**src/design/rst_boot_map.svh**
```systemverilog
// constants for the reset sequencer and boot vector selection
`ifndef RST_BOOT_MAP_SVH
`define RST_BOOT_MAP_SVH
`define BOOT_MARKER_PRESENT   8'hA5
`define RESET_VECTOR          16'h0000
`define BOOT_VECTOR_DEFAULT   16'h7C00
`define FLASH_LAST_PAGE_BASE  16'h7C00
`define LOCK_BYTE_ADDR        16'h7FFF
`define MARKER_ADDR           16'h7FFE
`define FLASH_READ_LAT        4'h2
`define SRC_POR               3'h0
`define SRC_PIN               3'h1
`define SRC_CMP               3'h2
`define SRC_SW                3'h3
`define SRC_VMON              3'h4
`define SRC_WDT               3'h5
`define SRC_MCD               3'h6
`define SRC_FLASH             3'h7
`define NUM_SRC               8
`define CAUSE_AFTER_RST       8'h01
`endif

```
**src/design/rst_boot_pkg.sv**
```systemverilog
// types for the reset sequencer and boot vector selection
package rst_boot_pkg;
    typedef struct packed {
        logic flash_err;
        logic clk_missing;
        logic wdt_ovf;
        logic vdd_low;
        logic sw_req;
        logic cmp_trip;
        logic pin_low;
        logic por;
    } reset_req_t;

    typedef struct packed {
        logic        valid;
        logic [15:0] vector;
        logic        boot_sel;
    } start_info_t;

    typedef enum logic [2:0] {
        ST_IN_RESET,
        ST_MARKER_REQ,
        ST_MARKER_WAIT,
        ST_RUN
    } seq_state_t;
endpackage

```
**src/design/reset_sync.sv**
```systemverilog
// two flip-flop synchroniser for asynchronous level inputs
module reset_sync #(
    parameter int WIDTH = 1
) (
    input  wire logic             ref_clk, // system clock
    input  wire logic             rst,     // async reset, active high
    input  wire logic [WIDTH-1:0] async_in, // level from outside the domain
    output logic      [WIDTH-1:0] sync_out  // synchronised level
);
    logic [WIDTH-1:0] stage1;

    always_ff @(posedge ref_clk or posedge rst) begin
        if (rst) begin
            stage1   <= '0;
            sync_out <= '0;
        end else begin
            stage1   <= async_in;
            sync_out <= stage1;
        end
    end
endmodule

```
**src/design/reset_boot_vector_select.sv**
```systemverilog
// reset entry/exit sequencer with flash marker driven start vector selection
// How it works
// - low supply, low reset pin or any enabled source puts the device in reset.
// - sources are por, pin, comparator, software, supply, watchdog, clock, flash.
// - in reset, core is halted and registers and pins forced to defaults.
// - leaving reset, the pc clears so execution starts at 0x0000 unless redirected.
// - boot program lives in the last flash page, which stays erasable.
// - byte before the lock byte is the marker; 0xA5 means bootloader present.
// - any other marker value means no bootloader.
// - with bootloader present, start at the boot vector after every reset.
// - without bootloader, start at 0x0000 after every reset.
// - the bootloader itself chooses to stay or jump to 0x0000.
`include "rst_boot_map.svh"

module reset_boot_vector_select #(
    parameter logic [15:0] BOOT_VECTOR = `BOOT_VECTOR_DEFAULT,
    parameter logic [15:0] MARKER_ADDR = `MARKER_ADDR,
    parameter logic [3:0]  READ_LAT    = `FLASH_READ_LAT
) (
    input  wire logic                     ref_clk,       // system clock, 125 MHz
    input  wire logic                     rst,           // async reset, active high
    input  wire logic                     vdd_ok,        // supply good, async pin
    input  wire logic                     rst_pin_n,     // external reset pin, async
    input  wire rst_boot_pkg::reset_req_t src_req,       // internal reset requests
    input  wire logic [7:0]               src_enable,    // per-source enable, por and pin bits ignored
    input  wire logic [7:0]               flash_rdata,   // flash read data
    output logic                          flash_rd,      // flash read strobe
    output logic [15:0]                   flash_addr,    // flash read address
    output logic                          flash_erase_ok, // last page erasable
    output logic                          core_halt,     // stop instruction execution
    output logic                          regs_rst,      // force registers to defaults
    output logic                          pins_rst,      // force pins to defaults
    output rst_boot_pkg::start_info_t     start,         // start vector for the core
    output logic [7:0]                    last_cause     // sources of last reset
);
    import rst_boot_pkg::*;

    // ------------------------------------------------------------
    // input synchronisation
    // ------------------------------------------------------------
    // carried as fault levels (high = reset wanted): the synchroniser clears to 0,
    // so a flop reset value never looks like a low pin just after release
    logic [1:0] pins_s;

    reset_sync #(.WIDTH(2)) u_sync (
        .ref_clk  (ref_clk),
        .rst      (rst),
        .async_in ({~vdd_ok, ~rst_pin_n}),
        .sync_out (pins_s)
    );

    // ------------------------------------------------------------
    // reset request collection
    // ------------------------------------------------------------
    logic [7:0] req_vec;
    logic       any_req;

    always_comb begin
        req_vec = src_req & src_enable;
        req_vec[`SRC_POR]  = src_req.por;
        req_vec[`SRC_PIN]  = pins_s[0];
        req_vec[`SRC_VMON] = pins_s[1] || req_vec[`SRC_VMON];
        any_req = |req_vec;
    end

    // ------------------------------------------------------------
    // sequencer
    // ------------------------------------------------------------
    seq_state_t  state, next_state;
    logic [3:0]  lat_cnt, next_lat_cnt;
    logic [7:0]  cause, next_cause;
    logic        rd, next_rd;
    logic        halt, next_halt;
    start_info_t st, next_st;

    always_comb begin
        next_state   = state;
        next_lat_cnt = lat_cnt;
        next_cause   = cause;
        next_rd      = 1'b0;
        next_halt    = halt;
        next_st      = st;
        if (any_req) begin
            // any request wins over the sequence in flight
            next_state   = ST_IN_RESET;
            next_halt    = 1'b1;
            next_st      = '0;
            next_cause   = req_vec;
            next_lat_cnt = '0;
        end else begin
            unique case (state)
                ST_IN_RESET: begin
                    next_state = ST_MARKER_REQ;
                end
                ST_MARKER_REQ: begin
                    next_rd      = 1'b1;
                    next_lat_cnt = READ_LAT;
                    next_state   = ST_MARKER_WAIT;
                end
                ST_MARKER_WAIT: begin
                    if (lat_cnt > 4'h1) begin
                        next_lat_cnt = lat_cnt - 4'h1;
                    end else begin
                        next_state  = ST_RUN;
                        next_halt   = 1'b0;
                        next_st.valid = 1'b1;
                        if (flash_rdata == `BOOT_MARKER_PRESENT) begin
                            next_st.boot_sel = 1'b1;
                            next_st.vector   = BOOT_VECTOR;
                        end else begin
                            next_st.boot_sel = 1'b0;
                            next_st.vector   = `RESET_VECTOR;
                        end
                    end
                end
                ST_RUN: begin
                    next_state = ST_RUN;
                end
                default: begin
                    next_state = ST_IN_RESET;
                end
            endcase
        end
    end

    always_ff @(posedge ref_clk or posedge rst) begin
        if (rst) begin
            state   <= ST_IN_RESET;
            lat_cnt <= '0;
            cause   <= `CAUSE_AFTER_RST;
            rd      <= 1'b0;
            halt    <= 1'b1;
            st      <= '0;
        end else begin
            state   <= next_state;
            lat_cnt <= next_lat_cnt;
            cause   <= next_cause;
            rd      <= next_rd;
            halt    <= next_halt;
            st      <= next_st;
        end
    end

    // ------------------------------------------------------------
    // outputs, all from flip-flops
    // ------------------------------------------------------------
    logic [15:0] next_flash_addr;
    logic        next_flash_erase_ok;

    // address and erase permission never move; kept as flops so the
    // flash side sees clean levels straight out of reset
    always_comb begin
        next_flash_addr     = MARKER_ADDR;
        next_flash_erase_ok = 1'b1;
    end

    always_ff @(posedge ref_clk or posedge rst) begin
        if (rst) begin
            flash_addr     <= MARKER_ADDR;
            flash_erase_ok <= 1'b1;
        end else begin
            flash_addr     <= next_flash_addr;
            flash_erase_ok <= next_flash_erase_ok;
        end
    end

    assign flash_rd   = rd;
    assign core_halt  = halt;
    assign regs_rst   = halt;
    assign pins_rst   = halt;
    assign start      = st;
    assign last_cause = cause;

    // ------------------------------------------------------------
    // assertion helpers
    // ------------------------------------------------------------
    // cycles since the last request dropped, saturating, so the exit time
    // is checked on a counter instead of a long repetition
    logic [3:0] quiet_cnt, next_quiet_cnt;
    logic [7:0] marker_seen, next_marker_seen;

    always_comb begin
        next_quiet_cnt   = quiet_cnt;
        next_marker_seen = marker_seen;
        if (any_req) begin
            next_quiet_cnt = '0;
        end else if (quiet_cnt != '1) begin
            next_quiet_cnt = quiet_cnt + 4'h1;
        end
        // independent copy of the byte at the decision edge
        if (state == ST_MARKER_WAIT && lat_cnt <= 4'h1) begin
            next_marker_seen = flash_rdata;
        end
    end

    always_ff @(posedge ref_clk or posedge rst) begin
        if (rst) begin
            quiet_cnt   <= '0;
            marker_seen <= '0;
        end else begin
            quiet_cnt   <= next_quiet_cnt;
            marker_seen <= next_marker_seen;
        end
    end
endmodule

```
**config.mk**
```make
export PLATFORM = sky130hd
export DESIGN_NAME = reset_boot_vector_select
export DESIGN_NICKNAME = d
export VERILOG_FILES = /design/src/design/rst_boot_pkg.sv /design/src/design/reset_sync.sv /design/src/design/reset_boot_vector_select.sv
export VERILOG_INCLUDE_DIRS = /design/src /design/src/design
export SDC_FILE = /design/constraint.sdc
export NUM_CORES = 1
export LEC_CHECK = 0
export BUFFER_PORTS_ARGS = -buffer_cell sky130_fd_sc_hd__buf_4
export CAP_MARGIN = 0
export CORE_MARGIN = 2
export CORE_UTILIZATION = 46
export CTS_CLUSTER_DIAMETER = 120
export DETAILED_ROUTE_END_ITERATION = 7
export HOLD_SLACK_MARGIN = 0.03
export PLACE_DENSITY = 0.81
export SLEW_MARGIN = 10
export SYNTH_ARGS = -nofsm -noshare
export SYNTH_HDL_FRONTEND = slang
export SYNTH_HIERARCHICAL = 1
export SYNTH_SLANG_ARGS = --single-unit
```
**constraint.sdc**
```tcl
create_clock -name ref_clk -period 3.7 [get_ports ref_clk]
set_input_delay 0.37 -clock ref_clk [delete_from_list [all_inputs] [get_ports ref_clk]]
set_output_delay 0.37 -clock ref_clk [all_outputs]
set_load 0.02 [all_outputs]
```
==> results.txt, run 1 <==
----------------------------------------------------
[STA]
  Post-route clock skew ... 0.0009002 ns
  Final setup vio count ... 0
  Maximum operating frequency ... 595.7 MHz
  Final worst hold slack ... 0.1888 ns
  Worst-Margin Slew ... 0.6558 ns
  Post-route clock period utilization ... 0.4537
  Count of final hold-check violations ... 0
  Max-slew violation total from the final report ... 0
  Setup repair after global routing missed its margin ... no
  Relative max-transition margin ... 0.5623
  Final sum of negative setup slack ... 0 ns
  Min cycle time layout ... 1.679 ns

[Setup path]
  Data required, critical path ... ~4 ns
  Element type at the critical path end ... flip-flop
  Crit Path Max Fanout ... 6
  R2r startpoint ... lat_cnt[0]$_DFFE_PP0P_
  Type of origin of the critical path ... flip-flop
  Highest-delay cell along the critical path ... sky130_fd_sc_hd__dfrtp_1
  Category of the most critical setup path ... flip-flop to flip-flop
  Cell depth of the worst flop-to-flop path ... 6
  Reg-to-reg setup timing slack ... 2.02 ns
  Crit path largest cell delay ... 0.43 ns
  Cell-by-cell listing of the critical path ... inv_1, ha_1, nor2_2, nor3_2, o311a_1, a2111oi_2
  Worst Path Arrival ... 1.88 ns
  Worst reg2reg endpoint ... lat_cnt[3]$_DFFE_PP0P_

[Worst hold path]
  Start point of the worst min-delay path ... rst_pin_n
  Capture endpoint of the worst hold path ... u_sync/stage1[0]$_DFF_PP0_
  Hold Crit Class ... input port to flip-flop
  Hold Crit Depth ... 2

[Global route]
  Global-route wire length before repair ... 3.601 mm
  Initial antenna violation count ... 0
  Combined global-route utilization of all metal layers ... 0.1420
  Via count of the first global-routing pass ... 848
  Pin count of the biggest net entering global routing ... 19
  Remaining Overflow, GRT ... 0

[Synth]
  Share of synthesized cell area in full adder, half adder and majority cells ... 0.01996
  Synth Area in Simple Gates ... 0.1327
  Post-synthesis share of cell area spent on xor and xnor gates ... 0
  Number of synthesized register bits ... 22
  Most used standard cells in the synthesized netlist ... 35 x sky130_fd_sc_hd__buf_4, 20 x sky130_fd_sc_hd__dfrtp_1, 8 x sky130_fd_sc_hd__nor2_1
  Post-synth top flop ... sky130_fd_sc_hd__dfrtp_1
  Number of flops mapped to enable cells by yosys ... 0
  Synthesis Warnings ... 6
  Largest cells by area after synthesis ... sky130_fd_sc_hd__dfrtp_1 40%, sky130_fd_sc_hd__buf_4 21%, sky130_fd_sc_hd__dfstp_2 4.2%
  Largest family of logic cells by synthesized area ... buffers and inverters
  Number of distinct library cells after synthesis ... 36
  Yosys top cell area share ... 0.3992
  Instance count of the mapped netlist ... 124
  Most common cell in the netlist ... sky130_fd_sc_hd__buf_4
  Fraction of synthesized area in multiplexers ... 0
  Average size of a mapped cell ... 10.11 um^2
  Synth area leader ... sky130_fd_sc_hd__dfrtp_1
  Synth async-reset ratio ... 1.000
  Mapped cell area ... between 0.001 and 0.0015 mm^2
  Register area share after synthesis ... 0.4411
  Synth Area in Compound Gates ... 0.1487

[Final layout]
  Area overhead of the layout relative to synthesis ... 17.66%
  Nets ... 191
  Share of post-route cells with drive strength above 1 ... 0.3438
  Non-Filler Cell Area, Final ... about 0.0015 mm^2
  Fill cell instance count of the final layout ... ~220
  Total inserted antenna cells ... 0
  Post-route insts no fill ... 190

[Run status]
  Run status ... completed

[Clock network]
  Num CTS Buffers ... 3
  Number of gates resized after CTS ... 0
  Quantity of hold-fixing buffers added after cts ... 1
  Later-pin clock latency in the skew report ... 0.30 ns
  CTS tree ... done
  Setup bufs post-CTS ... 0
  Max H-tree Level ... 1
  Max clock buf depth ... 2
  CTS Sinks ... 22
  Root buffer selected by CTS ... sky130_fd_sc_hd__clkbuf_4
  Clock-pin slew on the worst setup and hold paths ... 0.11 ns

[Pwr]
  Maximum ir drop on the vdd rail ... about 0.23 mV
  Pwr dens ... 310.5 mW/mm^2
  Pleak ... around 0.75 nW
  Power, Total ... 458.1 uW

[Drt]
  Routed Antenna Nets ... 0
  Drt initial violations ... 10
  Post-detailed-route wirelength per cell ... between 10 and 15 um
  Routed vias ... 891
  Number of design rule violations left after detail routing ... 0
  Avg Vias per Cell ... 4.689
  Final Routed Wirelength ... 2.109 mm
  Router iterations before antenna repair ... 4

[Die]
  CORE AREA ... 0.002522 mm^2
  I/O Pins ... 75
  Std cell rows ... 18
  Effective utilization at floorplan ... 0.4970
  Floorplan die width ... 56.21 um
  Die height ... 56.21 um
  Die Area ... 0.003159 mm^2

[Placement]
  Final RePlAce weighted congestion ... around 0.76
  Number of cells in the design after placement ... 185
  DP HPWL ... 1.688 mm
  Instance area after placement ... 0.001429 mm^2
  IO buf count ... 43

[Run]
  Count of max-cap constraint violations ... 0

----------------------------------------------------
==> worst max path at each step <==
stage                              to                    from  cells after the start
4_1_cts        lat_cnt[3]$_DFFE_PP0P_  lat_cnt[0]$_DFFE_PP0P_                      6
5_1_grt        lat_cnt[3]$_DFFE_PP0P_  lat_cnt[0]$_DFFE_PP0P_                      6
2_1_floorplan  lat_cnt[3]$_DFFE_PP0P_  lat_cnt[0]$_DFFE_PP0P_                      6
6_report       lat_cnt[3]$_DFFE_PP0P_  lat_cnt[0]$_DFFE_PP0P_                      6
3_3_place_gp   lat_cnt[1]$_DFFE_PP0P_              src_req[5]                      4
3_5_place_dp   lat_cnt[3]$_DFFE_PP0P_  lat_cnt[0]$_DFFE_PP0P_                      6
==> layout by cell type (no fill, tap or decap) <==
cell type / n
sky130_fd_sc_hd__a2111oi_2: 1
sky130_fd_sc_hd__a211oi_1: 1
sky130_fd_sc_hd__a21o_1: 2
sky130_fd_sc_hd__a21oi_1: 4
sky130_fd_sc_hd__a22o_1: 5
sky130_fd_sc_hd__a22oi_1: 2
sky130_fd_sc_hd__a2bb2oi_1: 1
sky130_fd_sc_hd__a31oi_1: 2
sky130_fd_sc_hd__and4_1: 1
sky130_fd_sc_hd__buf_4: 43
sky130_fd_sc_hd__clkbuf_4: 3
sky130_fd_sc_hd__clkbuf_8: 1
sky130_fd_sc_hd__conb_1: 28
sky130_fd_sc_hd__dfrtp_1: 20
sky130_fd_sc_hd__dfstp_2: 2
sky130_fd_sc_hd__dlygate4sd3_1: 1
sky130_fd_sc_hd__ha_1: 2
sky130_fd_sc_hd__inv_1: 7
sky130_fd_sc_hd__inv_4: 1
sky130_fd_sc_hd__nand2_1: 5
sky130_fd_sc_hd__nand2b_1: 3
sky130_fd_sc_hd__nand3_1: 1
sky130_fd_sc_hd__nand4_1: 1
sky130_fd_sc_hd__nand4b_1: 1
sky130_fd_sc_hd__nor2_1: 8
sky130_fd_sc_hd__nor2_2: 1
sky130_fd_sc_hd__nor3_1: 1
sky130_fd_sc_hd__nor3_2: 1
sky130_fd_sc_hd__nor4b_2: 1
sky130_fd_sc_hd__nor4bb_1: 2
sky130_fd_sc_hd__o211ai_1: 1
sky130_fd_sc_hd__o21ai_0: 2
sky130_fd_sc_hd__o221a_2: 1
sky130_fd_sc_hd__o311a_1: 2
sky130_fd_sc_hd__or3_1: 1
sky130_fd_sc_hd__or4_1: 1
==> flip-flops by register name (all words and copies together), names as in the netlist <==
signal           count
start                2
flash_rd             1
core_halt            1
u_sync/sync_out      2
last_cause           8
state                2
lat_cnt              4
u_sync/stage1        2
==> area by class of cell <==
class                      count  area [um^2]  area share
multi-input combinational     82        483.0      0.3274
inverter                       8        32.53     0.02205
sequential                    22        553.0      0.3749
clock buffer                   4        36.28     0.02460
timing repair buffer          44        332.8      0.2256
tap                           30        37.54     0.02545
==> logic make-up (layout without fill, tap and decap cells) <==
logic type / after synthesis / after routing
buffers and inverters: 46 / 56
and+or+nand+nor: 28 / 28
AOI/OAI and AO/OA: 24 / 24
DFF: 22 / 22
adders and majority gates: 2 / 2
other: 2 / 28
==> through the flow <==
step / worst slack [ns] / util
floorplan: 2.161 / -
CTS: 2.004 / 0.5848
global route: 1.872 / 0.5848
global placement: 2.067 / 0.5665
finish: 2.021 / 0.5848
detailed placement: 2.034 / 0.5665
==> report_power, final <==
group	switching, mW	total (mW)	internal [mW]	leakage [nW]
Combinational	0.0476	0.0766	0.0289	0.448
Clock	0.0689	0.129	0.0600	0.0210
Sequential	0.00439	0.253	0.248	0.280
Total	0.121	0.458	0.337	0.750
==> per-layer routing <==
| layer | share of wire | track usage |
|---|---|---|
| met3 | 0.093 | 0.04419 |
| met1 | 0.39 | 0.1601 |
| met4 | 0.0066 | 0.03741 |
| met5 | 0 | 0 |
| met2 | 0.51 | 0.2571 |
==> critical path: cells and delay by family (launching register included) <==
family,cells,cell delay (ns)
simple gates,2,0.26
buf+inv,1,0.08
fa+ha+maj,1,0.24
flops,1,0.43
compound gates,2,0.59
No activity file was read; power rests on OpenSTA's default activity.
==> run 2, diff against run 1 <==
- CORE_UTILIZATION: 46 -> 39
- PLACE_DENSITY: 0.81 -> 0.73
- clock period: 3.7 -> 1.4 ns (I/O delays scaled with it)
==> results.txt, run 2 (synthesis results as in run 1) <==
----------------------------------------------------
[Final layout]
  Share of post-route cells with drive strength above 1 ... 0.4500
  Post-route insts no fill ... 224
  Nets ... ~210
  Number of flip-flops in the largest register ... 8
  Area overhead of the layout relative to synthesis ... 37.92%
  Fill cell instance count of the final layout ... 274
  Highest-count cells in the layout ignoring fill and taps ... 58 x sky130_fd_sc_hd__buf_4, 28 x sky130_fd_sc_hd__conb_1, 19 x sky130_fd_sc_hd__dfrtp_1
  Total inserted antenna cells ... 0
  Most common cell after layout, fill and taps aside ... sky130_fd_sc_hd__buf_4

[Clock network]
  CTS tree ... done
  CTS Sinks ... 22
  Max H-tree Level ... 1
  Num CTS Buffers ... 3
  Max clock buf depth ... 2
  Root buffer selected by CTS ... sky130_fd_sc_hd__clkbuf_4
  Clock-pin slew on the worst setup and hold paths ... 0.13 ns
  Later-pin clock latency in the skew report ... 0.31 ns

[Worst hold path]
  Hold Crit Class ... input port to flip-flop
  Start point of the worst min-delay path ... src_enable[7]

[STA]
  Max-slew violation total from the final report ... 0
  Maximum operating frequency ... roughly 670 MHz
  Final worst hold slack ... 0.06081 ns
  Count of final hold-check violations ... 0
  PnR worst setup slack ... -0.1030 ns
  Setup repair after global routing missed its margin ... yes
  Post-route clock period utilization ... 1.074
  Post-route clock skew ... ~0.0093 ns
  Final sum of negative setup slack ... -0.3602 ns
  Final setup vio count ... 7
  Min cycle time layout ... 1.503 ns

[Pwr]
  Pwr dens ... 795.0 mW/mm^2
  Maximum ir drop on the vdd rail ... between 0.5 and 0.6 mV
  Pleak ... just under 0.9 nW
  Power, Total ... ~1.4 mW

[Die]
  Std cell rows ... 20
  I/O Pins ... 75
  CORE AREA ... just over 0.003 mm^2
  Effective utilization at floorplan ... 0.4107
  Die height ... between 60 and 70 um
  Floorplan die width ... 60.70 um
  Die Area ... between 0.003 and 0.004 mm^2

[Setup path]
  Worst setup path startpoint ... lat_cnt[0]$_DFFE_PP0P_
  Category of the most critical setup path ... flip-flop to flip-flop
  Type of origin of the critical path ... flip-flop
  Worst Path Arrival ... 1.72 ns
  Data required, critical path ... 1.62 ns
  Element type at the critical path end ... flip-flop
  R2r startpoint ... lat_cnt[0]$_DFFE_PP0P_
  Crit Path Max Fanout ... 4

[Placement]
  Final RePlAce weighted congestion ... 0.8038
  Number of cells in the design after placement ... 209
  IO buf count ... 43
  Pre-CTS WS ... -0.1337 ns
  DP HPWL ... approximately 2 mm

[Run status]
  Run status ... finished with violations
  Violations in the final reports ... negative setup slack

[Drt]
  Router iterations before antenna repair ... 4
  Routed vias ... 992
  Number of design rule violations left after detail routing ... 0
  Final Routed Wirelength ... approximately 2.6 mm
  Avg Vias per Cell ... 4.429
  Post-detailed-route wirelength per cell ... 11.54 um
  Drt initial violations ... 29
  Routed Antenna Nets ... 0

[Global route]
  Combined global-route utilization of all metal layers ... 0.1475
  Remaining Overflow, GRT ... 0
  Initial antenna violation count ... 0
  Pin count of the biggest net entering global routing ... 19
  Global-route wire length before repair ... about 4.0 mm
  Via count of the first global-routing pass ... 990

[Run]
  Count of max-cap constraint violations ... 0

----------------------------------------------------
-- run 2: cell count changes in the layout (fill, tap and decap cells not counted), sizes merged --
cell	before	now
buf	43	60
clkbuf	4	3
dlygate4sd3	1	4
bufinv	0	1
-- run 2: final timing paths --
| path | depth (start not counted) | end | slack [ns] |
|---|---|---|---|
| min in group asynchronous | 3 | u_sync/sync_out[1]$_DFF_PP0_ | 0.24 |
| worst min-delay path | 2 | last_cause[7]$_DFFE_PP0N_ | 0.06 |
| worst max register to register | 8 | start[14]$_DFFE_PP0P_ | -0.10 |
| worst min register to register | 0 | u_sync/sync_out[1]$_DFF_PP0_ | 0.37 |
| worst max-delay path | 8 | start[14]$_DFFE_PP0P_ | -0.10 |
| max in group asynchronous | 4 | last_cause[0]$_DFFE_PP1N_ | 0.75 |
-- run 2: final cells by class --
cell class | count | area [um^2] | area share
Timing Repair Buffer | 64 | 498.0 | 0.2880
Inverter | 8 | 32.53 | 0.01881
Clock buffer | 3 | 22.52 | 0.01302
Tap cell | 44 | 55.05 | 0.03184
Clock inverter | 1 | 30.03 | 0.01737
Multi-Input combinational cell | 82 | 536.8 | 0.3104
Sequential cell | 22 | 554.3 | 0.3205
-- run 2: stage by stage --
step,util,area [um^2]
floorplan,-,1368
global placement,0.5037,1538
detailed placement,0.5037,1538
CTS,0.5512,1683
global route,0.5664,1729
finish,0.5664,1729
-- run 2: worst max-delay path, cell delays in order, from the launching register on --
cell	delay, ns
sky130_fd_sc_hd__dfrtp_2	0.46
sky130_fd_sc_hd__inv_2	0.09
sky130_fd_sc_hd__ha_4	0.15
sky130_fd_sc_hd__nor2_4	0.05
sky130_fd_sc_hd__buf_4	0.13
sky130_fd_sc_hd__nor4b_2	0.20
sky130_fd_sc_hd__buf_4	0.16
sky130_fd_sc_hd__nand2b_1	0.12
sky130_fd_sc_hd__a21oi_2	0.06
-- run 2: what timing repair did --
action                                  4_1_cts  5_1_grt
endpoints found under the setup margin        4       18
resized for setup                             4        8
endpoints found under the hold margin        23        0
pin swaps                                     3        4
setup buffers                                 5        3
hold buffers                                  4        0
-- run 2: where the power goes --
group / leakage, nW / internal, mW / switching (mW) / total, mW
sequential: 0.279 / 0.656 / 0.0112 / 0.667
combinational: 0.560 / 0.0871 / 0.131 / 0.218
clock: 0.0279 / 0.289 / 0.200 / 0.489
total: 0.866 / 1.03 / 0.342 / 1.37
-- run 2: layer usage --
layer  wire, um  track usage  vias up
li1           -            -      478
met1        943       0.1488      472
met2       1454       0.2842       42
met3        186      0.04904        0
met4          0      0.04348        0
met5          0            0        -
==> run 3, diff against run 2 <==
- CAP_MARGIN: 0 -> not set
- GPL_TIMING_DRIVEN: not set -> 0
==> results.txt, run 3 (synthesis results as in run 1) <==
----------------------------------------------------
[Placement]
  Instance area after placement ... 0.001745 mm^2
  Final RePlAce weighted congestion ... 0.6465
  Number of cells in the design after placement ... between 200 and 250
  DP HPWL ... 2.067 mm
  IO buf count ... between 40 and 50

[Die]
  I/O Pins ... 75
  Die height ... 60.70 um
  Floorplan die width ... 60.70 um
  Effective utilization at floorplan ... 0.4107
  Die Area ... 0.003684 mm^2
  CORE AREA ... 0.003053 mm^2
  Std cell rows ... 20

[Pwr]
  Pleak ... 0.9930 nW
  Power, Total ... 1.224 mW
  Maximum ir drop on the vdd rail ... between 0.4 and 0.5 mV
  Pwr dens ... between 600 and 700 mW/mm^2

[Setup path]
  Worst setup path startpoint ... lat_cnt[0]$_DFFE_PP0P_
  Worst reg2reg endpoint ... lat_cnt[0]$_DFFE_PP0P_
  R2r startpoint ... lat_cnt[0]$_DFFE_PP0P_
  Crit Path Max Fanout ... 6
  Category of the most critical setup path ... flip-flop to flip-flop
  Data required, critical path ... 1.62 ns
  Type of origin of the critical path ... flip-flop
  Worst Path Arrival ... 1.79 ns
  Element type at the critical path end ... flip-flop
  Cell depth of the worst flop-to-flop path ... 6
  Worst setup path end ... lat_cnt[0]$_DFFE_PP0P_
  Reg-to-reg setup timing slack ... -0.17 ns

[Final layout]
  Most common cell after layout, fill and taps aside ... sky130_fd_sc_hd__buf_4
  Post-route insts no fill ... approximately 250
  Sequential cell area ... 553.0 um^2
  Total inserted antenna cells ... 0
  Non-Filler Cell Area, Final ... 0.001922 mm^2
  Number of flip-flops in the largest register ... 8
  Utilization after layout ... 0.6295
  Highest-count cells in the layout ignoring fill and taps ... 86 x sky130_fd_sc_hd__buf_4, 28 x sky130_fd_sc_hd__conb_1, 20 x sky130_fd_sc_hd__dfrtp_1
  Nets ... 240
  Share of post-route cells with drive strength above 1 ... 0.5144
  Footprint of the multi-input gates ... approximately 550 um^2
  Fill cell instance count of the final layout ... ~280
  Area overhead of the layout relative to synthesis ... 53.29%

[Worst hold path]
  Start point of the worst min-delay path ... src_enable[3]
  Hold Crit Class ... input port to flip-flop

[Global route]
  Initial antenna violation count ... 0
  Via count of the first global-routing pass ... 988
  Remaining Overflow, GRT ... 0
  Pin count of the biggest net entering global routing ... 19
  Combined global-route utilization of all metal layers ... 0.1486
  Global-route wire length before repair ... 4.133 mm

[Run status]
  Violations in the final reports ... negative setup slack
  Run status ... finished with violations

[Clock network]
  CTS tree ... done
  Num CTS Buffers ... 3
  CTS Sinks ... 22
  Clock-pin slew on the worst setup and hold paths ... 0.12 ns
  Max H-tree Level ... 1
  Later-pin clock latency in the skew report ... 0.30 ns
  Root buffer selected by CTS ... sky130_fd_sc_hd__clkbuf_4
  Max clock buf depth ... 2

[STA]
  Maximum operating frequency ... 637.6 MHz
  Count of final hold-check violations ... 0
  Post-route clock skew ... 0.008235 ns
  Worst-Margin Slew ... 0.6919 ns
  Post-route clock period utilization ... 1.120
  Setup repair after global routing missed its margin ... yes
  Relative max-transition margin ... 0.5382
  Final setup vio count ... 4
  Min cycle time layout ... 1.568 ns
  Max-slew violation total from the final report ... 0
  PnR worst setup slack ... -0.1684 ns

[Drt]
  Router iterations before antenna repair ... 4
  Number of design rule violations left after detail routing ... 0
  Drt initial violations ... 12
  Routed vias ... 1050
  Avg Vias per Cell ... roughly 4.2
  Final Routed Wirelength ... between 2 and 3 mm
  Routed Antenna Nets ... 0
  Post-detailed-route wirelength per cell ... 10.67 um

[Run]
  Count of max-cap constraint violations ... 0

----------------------------------------------------
## run 3: cell type report
class                      instances  share of cell area
inverter                           8             0.01693
buffer                            38              0.1484
timing repair buffer              55              0.2220
sequential                        22              0.2878
clock buffer                       3             0.01172
multi-input combinational         82              0.2845
tap                               44             0.02865
## run 3: repair_timing
item / in CTS / in global routing
pin swaps: 6 / 6
resized for setup: 5 / 9
setup buffers: 5 / 3
endpoints found under the hold margin: 22 / 1
gates cloned: 0 / 0
endpoints found under the setup margin: 13 / 14
hold buffers: 3 / 1
## run 3: worst min-delay path by stage
stage	end	depth (start not counted)	slack, ns
floorplan	u_sync/stage1[0]$_DFF_PP0_	1	-0.09
global placement	u_sync/stage1[1]$_DFF_PP0_	2	0.04
detailed placement	u_sync/sync_out[1]$_DFF_PP0_	2	0.04
CTS	last_cause[0]$_DFFE_PP1N_	2	0.03
global route	last_cause[6]$_DFFE_PP0N_	2	0.05
finish	last_cause[3]$_DFFE_PP0N_	2	0.06
## run 3: power by group
group	internal [mW]	switching [mW]
sequential	0.656	0.0113
combinational	0.136	0.141
clock	0.100	0.179
## run 3: per-stage QoR
| step | hold WS [ns] | TNS (ns) | setup slack (ns) |
|---|---|---|---|
| floorplan | -0.09392 | -0.09542 | -0.05901 |
| global placement | 0.03877 | -0.4227 | -0.1461 |
| detailed placement | 0.04205 | -0.7352 | -0.2002 |
| CTS | 0.03060 | -0.4040 | -0.1479 |
| global route | 0.04645 | -0.9280 | -0.2082 |
| finish | 0.06049 | -0.4091 | -0.1684 |
## run 3: layer usage
metal	up-vias	wire (um)	global-route usage
li1	535	-	-
met2	36	1428	0.2796
met3	0	163	0.02772
met1	479	1096	0.1769
met4	0	0	0.02795
met5	-	0	0
## run 3: critical path, cell delays in order (launching register included)
cell and delay, ns:
sky130_fd_sc_hd__dfrtp_1 0.45, sky130_fd_sc_hd__inv_2 0.08, sky130_fd_sc_hd__ha_4 0.17, sky130_fd_sc_hd__nor2_4 0.15, sky130_fd_sc_hd__nor3_4 0.07, sky130_fd_sc_hd__or4_1 0.40
sky130_fd_sc_hd__a31oi_1 0.17
